==> config.mk <==
export PLATFORM = sky130hd
export DESIGN_NAME = pucl_config_loader
export DESIGN_NICKNAME = d
export VERILOG_FILES = /design/src/logic/pucl_config_loader.v /design/src/logic/pucl_strap_decode.v /design/src/logic/pucl_otp_store.v
export VERILOG_INCLUDE_DIRS = /design/src /design/src/logic
export SDC_FILE = /design/constraint.sdc
export NUM_CORES = 2
export LEC_CHECK = 0
export BUFFER_PORTS_ARGS = -buffer_cell sky130_fd_sc_hd__buf_2
export CELL_PAD_IN_SITES_DETAIL_PLACEMENT = 0
export CELL_PAD_IN_SITES_GLOBAL_PLACEMENT = 1
export CORE_MARGIN = 1
export CORE_UTILIZATION = 52
export CTS_BUF_LIST = sky130_fd_sc_hd__clkbuf_4 sky130_fd_sc_hd__clkbuf_8
export DETAILED_ROUTE_END_ITERATION = 8
export PLACE_DENSITY_LB_ADDON = 0.08
export SYNTH_ARGS = -nofsm -noshare
export SYNTH_HDL_FRONTEND = slang
export SYNTH_SLANG_ARGS = --single-unit
==> constraint.sdc <==
create_clock -name clk_i -period 3.8 [get_ports clk_i]
set_clock_uncertainty 0.1 [all_clocks]
set_input_delay 0.95 -clock clk_i [delete_from_list [all_inputs] [get_ports clk_i]]
set_output_delay 0.95 -clock clk_i [all_outputs]
set_load 0.01 [all_outputs]
==> src/logic/pucl_map.vh <==
`ifndef PUCL_MAP_VH
`define PUCL_MAP_VH
`define PUCL_NUM_SLOTS      28
`define PUCL_SLOT_W         5
`define PUCL_ID_W           4
`define PUCL_CFG_W          32
`define PUCL_ADDR_W         7
`define PUCL_STEP_W         5
`define PUCL_ADC_W          12
`define PUCL_ADDR_BASE_LO   7'h60
`define PUCL_ADDR_BASE_MID  7'h45
`define PUCL_ADDR_BASE_HI   7'h4C
`define PUCL_ADDR_BASE_TOP  7'h50
`define PUCL_ADDR_LAST      7'h68
`define PUCL_CHECK_NS       100
`define PUCL_CHECK_CYC      ((`PUCL_CHECK_NS + 4) / 5)
`define PUCL_AUX_RANGE_W    2
`endif

==> src/logic/pucl_config_loader.v <==
// Behaviour
// - Initialization starts after reset release, beginning with integrity checks.
// - Sequence: telemetry on, address strap, config load, fault check, ready.
// - PWM outputs stay high impedance until a rail is commanded to regulate.
// - Address strap step maps to the documented 7-bit target address.
// - Config strap step 0..15 selects the configuration identifier.
// - Twenty-eight one-time slots hold any mix of identifiers.
// - Newest slot for the selected identifier is the one loaded.
// - Programming is refused once all slots are used.
// - Configuration arrives by direct RAM write or by slot programming.
// - No stored configuration leaves the device waiting with PWM tri-stated.
// - While waiting, enables are ignored until a direct RAM load.
// - Regulation stops whenever input voltage leaves the configured window.
// - Input current is synthesized per rail; power is current times voltage.
// - Aux gating inhibits a rail once aux voltage falls below the off level, until it reaches the on level.
// - An aux-inhibited rail restarts once aux voltage returns in range.
// - Aux gating is per rail; aux input has selectable ranges.
// - Each rail enables by pin or bus command, chosen per rail.
`timescale 1ns/1ps
`include "pucl_map.vh"
module pucl_config_loader #(
   parameter CFG_W     = `PUCL_CFG_W,
   parameter NUM_SLOTS = `PUCL_NUM_SLOTS,
   parameter ADC_W     = `PUCL_ADC_W
) (
   input  wire                         clk_i,
   input  wire                         rstn_i,
   input  wire [`PUCL_STEP_W-1:0]      addr_step_i,
   input  wire [`PUCL_STEP_W-1:0]      cfg_step_i,
   input  wire                         integrity_ok_i,
   input  wire                         fault_clear_i,
   output reg                          telemetry_en_o,
   output reg  [`PUCL_ADDR_W-1:0]      pmbus_addr_o,
   output reg  [`PUCL_ID_W-1:0]        cfg_id_o,
   output reg                          init_done_o,
   output reg                          waiting_o,
   output reg                          cfg_loaded_o,
   output reg  [CFG_W-1:0]             cfg_data_o,
   input  wire                         ram_load_i,
   input  wire [CFG_W-1:0]             ram_data_i,
   input  wire                         prog_req_i,
   input  wire [`PUCL_ID_W-1:0]        prog_id_i,
   input  wire [CFG_W-1:0]             prog_data_i,
   output wire                         prog_ack_o,
   output wire                         prog_rej_o,
   output wire                         otp_full_o,
   input  wire [ADC_W-1:0]             input_voltage_sense_pin_i,
   input  wire [ADC_W-1:0]             vin_on_i,
   input  wire [ADC_W-1:0]             vin_off_i,
   input  wire [ADC_W-1:0]             vin_ov_i,
   input  wire [ADC_W-1:0]             vin_uv_i,
   input  wire [ADC_W-1:0]             aux_voltage_monitor_pin_i,
   input  wire [`PUCL_AUX_RANGE_W-1:0] aux_range_i,
   input  wire [ADC_W-1:0]             aux_monitor_turn_on_level_i,
   input  wire [ADC_W-1:0]             aux_monitor_turn_off_level_i,
   input  wire [1:0]                   aux_gate_en_i,
   input  wire [1:0]                   en_by_pin_i,
   input  wire [1:0]                   en_pin_i,
   input  wire [1:0]                   en_cmd_i,
   input  wire [1:0]                   pwm_i,
   input  wire [2*ADC_W-1:0]           iin_synth_i,
   output reg  [1:0]                   pwm_o,
   output reg  [1:0]                   pwm_oe_o,
   output reg  [1:0]                   soft_start_o,
   output reg  [1:0]                   rail_eligible_o,
   output reg  [2*ADC_W-1:0]           iin_o,
   output reg  [4*ADC_W-1:0]           pin_o
);
   localparam ST_CHECK = 3'h0;
   localparam ST_TELEM = 3'h1;
   localparam ST_STRAP = 3'h2;
   localparam ST_LOAD  = 3'h3;
   localparam ST_FAULT = 3'h4;
   localparam ST_READY = 3'h5;
   localparam ST_WAIT  = 3'h6;
   localparam       CHECK_CYC_RAW = `PUCL_CHECK_CYC;
   localparam [7:0] CHECK_CYC     = CHECK_CYC_RAW[7:0];

   reg  [2:0]               st_q;
   reg  [7:0]               cnt_q;
   reg                      vin_ok_q;
   reg  [1:0]               aux_ok_q;
   reg  [1:0]               run_q;
   wire [`PUCL_ADDR_W-1:0]  dec_addr;
   wire [`PUCL_ID_W-1:0]    dec_id;
   wire                     found;
   wire [CFG_W-1:0]         found_data;
   wire [ADC_W-1:0]         aux_scaled;
   wire [1:0]               en_req;
   wire [1:0]               eligible;

   pucl_strap_decode u_dec (
      .addr_step_i  (addr_step_i),
      .cfg_step_i   (cfg_step_i),
      .pmbus_addr_o (dec_addr),
      .cfg_id_o     (dec_id)
   );

   pucl_otp_store #(
      .NUM_SLOTS (NUM_SLOTS),
      .CFG_W     (CFG_W)
   ) u_otp (
      .clk_i        (clk_i),
      .rstn_i       (rstn_i),
      .prog_req_i   (prog_req_i),
      .prog_id_i    (prog_id_i),
      .prog_data_i  (prog_data_i),
      .prog_ack_o   (prog_ack_o),
      .prog_rej_o   (prog_rej_o),
      .full_o       (otp_full_o),
      .find_id_i    (cfg_id_o),
      .found_o      (found),
      .found_data_o (found_data)
   );

   // Sequencer
   always @(posedge clk_i or negedge rstn_i) begin
      if (!rstn_i) begin
         st_q           <= ST_CHECK;
         cnt_q          <= 8'h00;
         telemetry_en_o <= 1'b0;
         pmbus_addr_o   <= 7'h00;
         cfg_id_o       <= 4'h0;
         init_done_o    <= 1'b0;
         waiting_o      <= 1'b0;
         cfg_loaded_o   <= 1'b0;
         cfg_data_o     <= {CFG_W{1'b0}};
      end else begin
         case (st_q)
            ST_CHECK: begin
               // Integrity check runs a minimum time, then needs a pass
               if (cnt_q < CHECK_CYC)
                  cnt_q <= cnt_q + 8'h01;
               else if (integrity_ok_i)
                  st_q <= ST_TELEM;
            end
            ST_TELEM: begin
               telemetry_en_o <= 1'b1;
               st_q           <= ST_STRAP;
            end
            ST_STRAP: begin
               pmbus_addr_o <= dec_addr;
               cfg_id_o     <= dec_id;
               st_q         <= ST_LOAD;
            end
            ST_LOAD: begin
               if (found) begin
                  cfg_data_o   <= found_data;
                  cfg_loaded_o <= 1'b1;
                  st_q         <= ST_FAULT;
               end else begin
                  waiting_o <= 1'b1;
                  st_q      <= ST_WAIT;
               end
            end
            ST_WAIT: begin
               // Only a direct RAM load releases the wait; a fresh slot
               // programmed now is picked up at the next power-up
               if (ram_load_i) begin
                  cfg_data_o   <= ram_data_i;
                  cfg_loaded_o <= 1'b1;
                  waiting_o    <= 1'b0;
                  st_q         <= ST_FAULT;
               end
            end
            ST_FAULT: begin
               if (fault_clear_i)
                  st_q <= ST_READY;
            end
            ST_READY: begin
               init_done_o <= 1'b1;
               if (ram_load_i)
                  cfg_data_o <= ram_data_i;
            end
            default: begin
               st_q <= ST_CHECK;
            end
         endcase
      end
   end

   // Aux range shifts the reading to a common scale
   assign aux_scaled = aux_voltage_monitor_pin_i >> aux_range_i;

   // Window monitors with hysteresis between on and off levels
   always @(posedge clk_i or negedge rstn_i) begin
      if (!rstn_i) begin
         vin_ok_q <= 1'b0;
         aux_ok_q <= 2'h0;
      end else begin
         if ((input_voltage_sense_pin_i >= vin_ov_i) ||
             (input_voltage_sense_pin_i <= vin_uv_i) ||
             (input_voltage_sense_pin_i < vin_off_i))
            vin_ok_q <= 1'b0;
         else if (input_voltage_sense_pin_i >= vin_on_i)
            vin_ok_q <= 1'b1;
         if (aux_scaled < aux_monitor_turn_off_level_i)
            aux_ok_q <= 2'h0;
         else if (aux_scaled >= aux_monitor_turn_on_level_i)
            aux_ok_q <= 2'h3;
      end
   end

   genvar r;
   generate
      for (r = 0; r < 2; r = r + 1) begin : g_rail
         assign en_req[r]   = en_by_pin_i[r] ? en_pin_i[r] : en_cmd_i[r];
         assign eligible[r] = cfg_loaded_o && init_done_o && vin_ok_q &&
                              (!aux_gate_en_i[r] || aux_ok_q[r]);

         always @(posedge clk_i or negedge rstn_i) begin
            if (!rstn_i) begin
               run_q[r]           <= 1'b0;
               soft_start_o[r]    <= 1'b0;
               rail_eligible_o[r] <= 1'b0;
               pwm_o[r]           <= 1'b0;
               pwm_oe_o[r]        <= 1'b0;
               iin_o[r*ADC_W +: ADC_W]     <= {ADC_W{1'b0}};
               pin_o[r*2*ADC_W +: 2*ADC_W] <= {2*ADC_W{1'b0}};
            end else begin
               rail_eligible_o[r] <= eligible[r];
               // Rail drops out when ineligible and restarts when eligible
               run_q[r]        <= en_req[r] && eligible[r];
               soft_start_o[r] <= en_req[r] && eligible[r] && !run_q[r];
               pwm_oe_o[r]     <= en_req[r] && eligible[r];
               pwm_o[r]        <= pwm_i[r] && en_req[r] && eligible[r];
               if (telemetry_en_o) begin
                  iin_o[r*ADC_W +: ADC_W] <= iin_synth_i[r*ADC_W +: ADC_W];
                  pin_o[r*2*ADC_W +: 2*ADC_W] <=
                     iin_synth_i[r*ADC_W +: ADC_W] * input_voltage_sense_pin_i;
               end
            end
         end
      end
   endgenerate
endmodule

==> src/logic/pucl_strap_decode.v <==
`timescale 1ns/1ps
`include "pucl_map.vh"
module pucl_strap_decode (
   input  wire [`PUCL_STEP_W-1:0] addr_step_i,
   input  wire [`PUCL_STEP_W-1:0] cfg_step_i,
   output wire [`PUCL_ADDR_W-1:0] pmbus_addr_o,
   output wire [`PUCL_ID_W-1:0]   cfg_id_o
);
   function [`PUCL_ADDR_W-1:0] step_to_addr;
      input [`PUCL_STEP_W-1:0] s;
      begin
         if (s <= 5'h07)
            step_to_addr = `PUCL_ADDR_BASE_LO + {2'h0, s};
         else if (s <= 5'h0A)
            step_to_addr = `PUCL_ADDR_BASE_MID + {2'h0, s - 5'h08};
         else if (s <= 5'h0E)
            step_to_addr = `PUCL_ADDR_BASE_HI + {2'h0, s - 5'h0B};
         else if (s <= 5'h1E)
            step_to_addr = `PUCL_ADDR_BASE_TOP + {2'h0, s - 5'h0F};
         else
            step_to_addr = `PUCL_ADDR_LAST;
      end
   endfunction
   assign pmbus_addr_o = step_to_addr(addr_step_i);
   // Steps above 15 clamp to the highest identifier
   assign cfg_id_o = cfg_step_i[4] ? 4'hF : cfg_step_i[3:0];
endmodule

==> src/logic/pucl_otp_store.v <==
`timescale 1ns/1ps
`include "pucl_map.vh"
module pucl_otp_store #(
   parameter NUM_SLOTS = `PUCL_NUM_SLOTS,
   parameter CFG_W     = `PUCL_CFG_W
) (
   input  wire                    clk_i,
   input  wire                    rstn_i,
   input  wire                    prog_req_i,
   input  wire [`PUCL_ID_W-1:0]   prog_id_i,
   input  wire [CFG_W-1:0]        prog_data_i,
   output reg                     prog_ack_o,
   output reg                     prog_rej_o,
   output wire                    full_o,
   input  wire [`PUCL_ID_W-1:0]   find_id_i,
   output reg                     found_o,
   output reg  [CFG_W-1:0]        found_data_o
);
   reg  [CFG_W-1:0]        data_q [0:NUM_SLOTS-1];
   reg  [`PUCL_ID_W-1:0]   id_q   [0:NUM_SLOTS-1];
   // Fill count is fuse state: blank at start and kept through reset, so the
   // next power-up load still finds every slot written before it
   reg  [`PUCL_SLOT_W:0]   used_q = 6'h00;
   integer i;
   assign full_o = (used_q == NUM_SLOTS);
   always @(posedge clk_i or negedge rstn_i) begin
      if (!rstn_i) begin
         prog_ack_o <= 1'b0;
         prog_rej_o <= 1'b0;
      end else begin
         prog_ack_o <= 1'b0;
         prog_rej_o <= 1'b0;
         if (prog_req_i) begin
            if (full_o) begin
               prog_rej_o <= 1'b1;
            end else begin
               prog_ack_o <= 1'b1;
            end
         end
      end
   end
   // Array holds no reset; used_q bounds which slots are valid
   always @(posedge clk_i) begin
      if (prog_req_i && !full_o) begin
         data_q[used_q[`PUCL_SLOT_W-1:0]] <= prog_data_i;
         id_q[used_q[`PUCL_SLOT_W-1:0]]   <= prog_id_i;
         used_q                           <= used_q + 6'h01;
      end
   end
   // Later slots overwrite earlier matches, so the newest wins
   always @* begin
      found_o      = 1'b0;
      found_data_o = {CFG_W{1'b0}};
      for (i = 0; i < NUM_SLOTS; i = i + 1) begin
         if ((i < used_q) && (id_q[i] == find_id_i)) begin
            found_o      = 1'b1;
            found_data_o = data_q[i];
         end
      end
   end
endmodule

== After elaboration in Yosys (flattened, before gate mapping) ==
Memory sizes are Yosys's and may differ from the RTL's.
Index checks and enable logic that the tools add are counted.
Storage, ports and cells
  register bits: 149
  word-level logic and storage cells: 271
  memories: 2
  RAM bits: 1008
  output and inout bits: 130
Memory list
  u_otp.data_q: words 28, width 32, rd ports 28, clocked after memory_dff 0, write ports 1, RTL line pucl_otp_store.v:19  | reg [CFG_W-1:0] data_q [0:NUM_SLOTS-1];
  u_otp.id_q: words 28, width 4, rd ports 28, clocked after memory_dff 0, write ports 1, RTL line pucl_otp_store.v:20  | reg [`PUCL_ID_W-1:0] id_q [0:NUM_SLOTS-1];
Cells by class
  order comparisons: 39
  multipliers: 2
  bitwise logic cells: 1
  $add $sub $neg: 9
  reduce and logical (&&, ||, !) cells: 61
  muxes and demuxes: 88
  shift operators: 1
  eq/ne operators: 42
Operators by type and width (number)
  $mux 32: 30
  $eq 4x4->1: 28
  $lt 5x6->1 const A: 12
  $pmux 32 s2: 1
  $lt 4x6->1 const A: 8
  $mul 12x12->24: 2
  $mux 1: 42
  $logic_and 1x1->1: 41
  $ge 12x12->1: 3
  $mux 7: 4
  $lt 12x12->1: 2
  $lt 3x6->1 const A: 4
  $add 7x5->7 const A: 3
  $pmux 3 s7: 1
  $sub 5x4->5 const B: 3
  $le 12x12->1: 1
  $lt 1x6->1 const A: 2
  $lt 2x6->1 const A: 2
  $mux 3: 4
  $ne 2x2->1 const B: 6
  $shr 12x2->12: 1
  $le 5x4->1 const B: 2
  $eq 3x3->1 const B: 3
  $reduce_and 3->1: 3
  other kinds (21): 35

== Longest topological paths before layout ==
An unclocked memory read counts as a cell.
  depth after elaboration: 33
  depth in mapped cells: 23

== Cells and area by module ==
Synthesis repeated with hierarchy kept, for this count alone.
Second synthesis, totals
  cells, all modules: 4523
  area total of the unflattened synthesis: 58232.1 µm²
By module, submodules not included
  pucl_otp_store: cells each 2597, sequential area each 30499.3 µm², area each 40682.8 µm², instances 1
  pucl_config_loader: cells each 1850, sequential area each 3503.4 µm², area each 17040.1 µm², instances 1
  pucl_strap_decode: cells each 76, sequential area each 0.0 µm², area each 509.2 µm², instances 1

== Worst setup path after synthesis ==
No wires, ideal clock.
  kind: input to register
  start: input port input_voltage_sense_pin_i[3]
  end: register pin_o[47]
  path buffers: 1
  stages: 20
  setup time: 0.125 ns
  setup slack: -2.436 ns
  arrival time: 6.012 ns
  data required time: 3.575 ns
  path through: clkbuf_1 > nand2_1 > fa_1 > inv_1 > fa_1 > inv_1 > fa_1 > inv_1 > fa_1 > fa_1 > ha_1 > or4_1 > o22a_1 > a222oi_1 > a21oi_1 > a21boi_0 > nand2_1 > a31oi_1 > xnor2_1 > mux2_2
Between the ends
  word-level cells in the longest chain between the ends: 1
RTL lines
  start: declaration: RTL line pucl_config_loader.v:47  | input wire [ADC_W-1:0] input_voltage_sense_pin_i,
  $mul 12x12->24: RTL line pucl_config_loader.v:230  | iin_synth_i[r*ADC_W +: ADC_W] * input_voltage_sense_pin_i;
  end signal: indexed assignment: RTL line pucl_config_loader.v:219  | pin_o[r*2*ADC_W +: 2*ADC_W] <= {2*ADC_W{1'b0}};
  end signal: indexed assignment: RTL line pucl_config_loader.v:229  | pin_o[r*2*ADC_W +: 2*ADC_W] <=
  end: declaration: RTL line pucl_config_loader.v:67  | output reg [4*ADC_W-1:0] pin_o
No other way between the ends.
A chain may end at the register's enable or synchronous reset.

== Final worst setup path ==
  start: input port input_voltage_sense_pin_i[3]
  end: register pin_o[23]
The elaborated chain is that of the path after synthesis.

==> metrics.csv <==
metric,value,unit
status,"finished, violations left",
violated checks,setup timing,
routed len/inst,23.0,um
P&R area growth vs syn,20.2,%
Critical Path End Type,flip-flop,
Critical Path AT,5.91,ns
Avg Inst Size Synth,12.8,um^2
Overflow after GRT,0,
die width,333,um
worst setup margin,-1.48,ns
Post-Syn Instances,4448,
clock tree root driver cell,clkbuf_8,
Cell Pwr Density,686,nW/um^2
CP startpoint kind,primary input,
max-slew violation count,0,
fmax,189,MHz
global routing usage on met2,46.4,%
Global Route met1 Usage,38.6,%
drt first-iter violations,2818,
peak supply drop,0.000569,V
Unique masters post-synth,77,
top_reg_cell synth,edfxtp_1,
Longest Clk Path Bufs,3,
antenna violations before repair,11,
register area share after synthesis,59.5,%
layout cell share with drive strength beyond 1,26.8,%
leak pwr,0.0267,uW
clk_lat worst skew,0.87,ns
"Cell Area, Synth",57100,um^2
core area,109000,um^2
DIE HEIGHT,333,um
CTS Sinks,1156,
GR met3 Demand/Resource,4.54,%
largest net degree at the start of global routing,76,
hpwl dp,112000,um
final setup vio count,34,
first-pass GRT wire length,238000,um
ys async rst share,12.3,%
Worst Hold Class,primary input to asynchronous set/reset pin,
number of synthesized flops with an enable pin,1014,
Final Power,47100,uW
CTS tree,built,
starting density of the core,52.5,%
CP dominant cell by count,inv_2,
CP max-delay cell,fa_2,
Final Hold Fails,0,
nets,5819,
max cap viols,0,
GP Congestion,0.871,
CTS buffer count,188,
die area,111000,um^2
Post-DRT Antenna Nets,0,
worst path buffer plus inverter count,7,
PortBufs,345,
CP max stage delay,0.54,ns
top cell type's share of synthesized area,53.3,%
crit path max fanout,4,
number of global-route vias before repair,38700,
family with the most delay on the worst path,adder cells,
drt total wl,156000,um
gr usage total,28.1,%
CTS clock-pin slew for the worst setup and hold paths,0.06,ns
RSZ-0062 raised after global routing,true,
worst-margin pin slew,1.34,ns
H-tree lvl count,4,
period utilisation layout,139,%
Final Util,63.1,%
crit path cell chain,buf_16 -> buf_8 -> and2_4 -> fa_2 -> inv_2 -> fa_2 -> inv_2 -> ha_4 -> fa_1 -> inv_2 -> fa_1 -> inv_1 -> ha_2 -> or4_1 -> o22a_1 -> a222oi_1 -> buf_4 -> a21oi_4 -> a21boi_2 -> nand2_1 -> a31oi_1 -> xnor2_1 -> mux2_4,
Cell Rows,121,
total iterations of the first detailed-routing run,6,
Yosys reg bits,1156,
WP data required,4.42,ns
"Net Count, Synth",5071,
hold_buf cts,0,
synth top area cells,"edfxtp_1, fa_1, dfrtp_1, ha_1, nand2_1",
DRC,0,
# IOs,346,
vias per cell,5.74,
vias post-DR,38800,
top cell type by total area after synthesis,edfxtp_1,
synth warn,0,
fillcell total,8529,
Final Critical Period,5.28,ns
hold slack,0.0470,ns
GR peak layer,met2,
relative slew slack,10.2,%
CP Class,primary input to flip-flop,
Place WS,-2.75,ns
synthesized netlist by cell type (all sizes together) (20+ instances only):
master  instances
o21a           22
o311ai         20
edfxtp       1014
a31oi          21
a221o          32
mux2           63
a221oi        123
a22oi          32
o211ai         50
nor4           46
xnor2          92
o31ai          33
and2          135
clkbuf        198
o21ai         221
inv           327
nor2          263
nand2         362
mux2i          20
buf            57
xor2           72
a21o           23
o221ai         50
dfrtp         142
ha            207
nand3          75
nand2b         23
fa            200
nor3           79
nor2b          22
o22ai          78
a21oi         170
path summary, 6_finish.rpt:
path | startpoint | depth (start not counted) | endpoint | slack [ns]
max | input_voltage_sense_pin_i[3] | 23 | pin_o[23]$_DFFE_PN0P_ | -1.48
min | rstn_i | 1 | u_otp.prog_ack_o$_DFF_PN0_ | 0.05
max reg2reg | u_otp.used_q[5]$_DFFE_PP_ | 13 | cfg_data_o[30]$_DFFE_PN0P_ | 0.12
min reg2reg | cnt_q[7]$_DFFE_PN0P_ | 0 | cnt_q[7]$_DFFE_PN0P_ | 0.27
max in group asynchronous | rstn_i | 2 | pin_o[33]$_DFFE_PN0P_ | 2.71
min in group clk_i | aux_gate_en_i[1] | 2 | rail_eligible_o[1]$_DFF_PN0_ | 0.18
layout make-up:
class                   instances  area [um^2]  area share (%)
inverters                     327         1230            1.79
flip-flops and latches       1156        34000            49.5
clock inverters                68          517           0.753
well taps                    1414         1770            2.58
multi-input cells            2710        22000            32.0
diodes                          8         20.0          0.0292
clock buffers                 273         3280            4.78
repair buffers                813         5840            8.51
report_power, final:
| part | leakage, uW | switching, uW | internal [uW] |
|---|---|---|---|
| registers | 0.0108 | 472 | 14600 |
| logic | 0.0139 | 10900 | 10200 |
| clock network | 0.00201 | 4990 | 5910 |
| total | 0.0267 | 16400 | 30700 |
layer usage:
layer | wire, um | up-vias
met5 | 46 | -
met4 | 3990 | 8
met3 | 10000 | 229
met2 | 75400 | 1262
met1 | 66400 | 19300
li1 | - | 18000
state kept, by name, summed over array words and instances (netlist names):
name,count
pmbus_addr_o,7
waiting_o,1
cfg_loaded_o,1
telemetry_en_o,1
cnt_q,8
u_otp.prog_rej_o,1
init_done_o,1
cfg_id_o,4
soft_start_o,2
u_otp.used_q,6
iin_o,24
u_otp.data_q,896
run_q,2
rail_eligible_o,2
pwm_o,2
cfg_data_o,32
vin_ok_q,1
st_q,3
u_otp.id_q,112
aux_ok_q,1
pin_o,48
u_otp.prog_ack_o,1
cells by family after synthesis:
| group | Yosys count | share of synthesized area [%] |
|---|---|---|
| compound gates | 987 | 11.9 |
| simple gates | 1069 | 8.85 |
| mux | 83 | 1.60 |
| fa+ha+maj | 407 | 11.5 |
| flops | 1156 | 59.5 |
| buf+inv | 582 | 4.07 |
| xor+xnor | 164 | 2.51 |
worst register-to-register path, stage by stage (launching register included):
cell       delay, ns
edfxtp_1        0.52
buf_4           0.21
nor4_4          0.38
a211oi_1        0.15
nand3_1         0.15
nor2_2          0.08
a221o_1         0.31
a41o_1          0.31
a2111oi_4       0.39
buf_4           0.17
o21ai_0         0.09
buf_4           0.18
a2111oi_4       0.38
o31ai_1         0.13
layout by cell type (no fill, tap or decap), types with 68 or more instances in the layout:
cell type,instances
and2_1,119
clkbuf_8,197
o21ai_0,170
nor3_1,68
ha_1,181
nand2_1,328
buf_4,413
dfrtp_1,137
o22ai_1,78
edfxtp_1,1014
a221oi_1,117
inv_1,313
xnor2_1,89
buf_2,326
nor2_1,239
xor2_1,72
nand3_1,73
clkbuf_4,77
a21oi_1,149
fa_1,189
per-stage QoR:
| stage | TNS (ns) | cell area [um^2] | std cells |
|---|---|---|---|
| 2_1_floorplan | -48.17 | 57900 | 4448 |
| 3_3_place_gp | -75.40 | 63500 | 6377 |
| 3_5_place_dp | -76.62 | 63500 | 6377 |
| 4_1_cts | -31.10 | 68100 | 6746 |
| 5_1_grt | -38.71 | 68600 | 6763 |
| 6_report | -34.16 | 68700 | 6769 |
repair_timing:
action | 4_1_cts | 5_1_grt
resized for setup | 126 | 103
setup endpoints to repair | 53 | 66
setup buffers | 28 | 18
cloned | 1 | 0
pin swaps | 99 | 78
No activity file was read; power rests on OpenSTA's default activity.
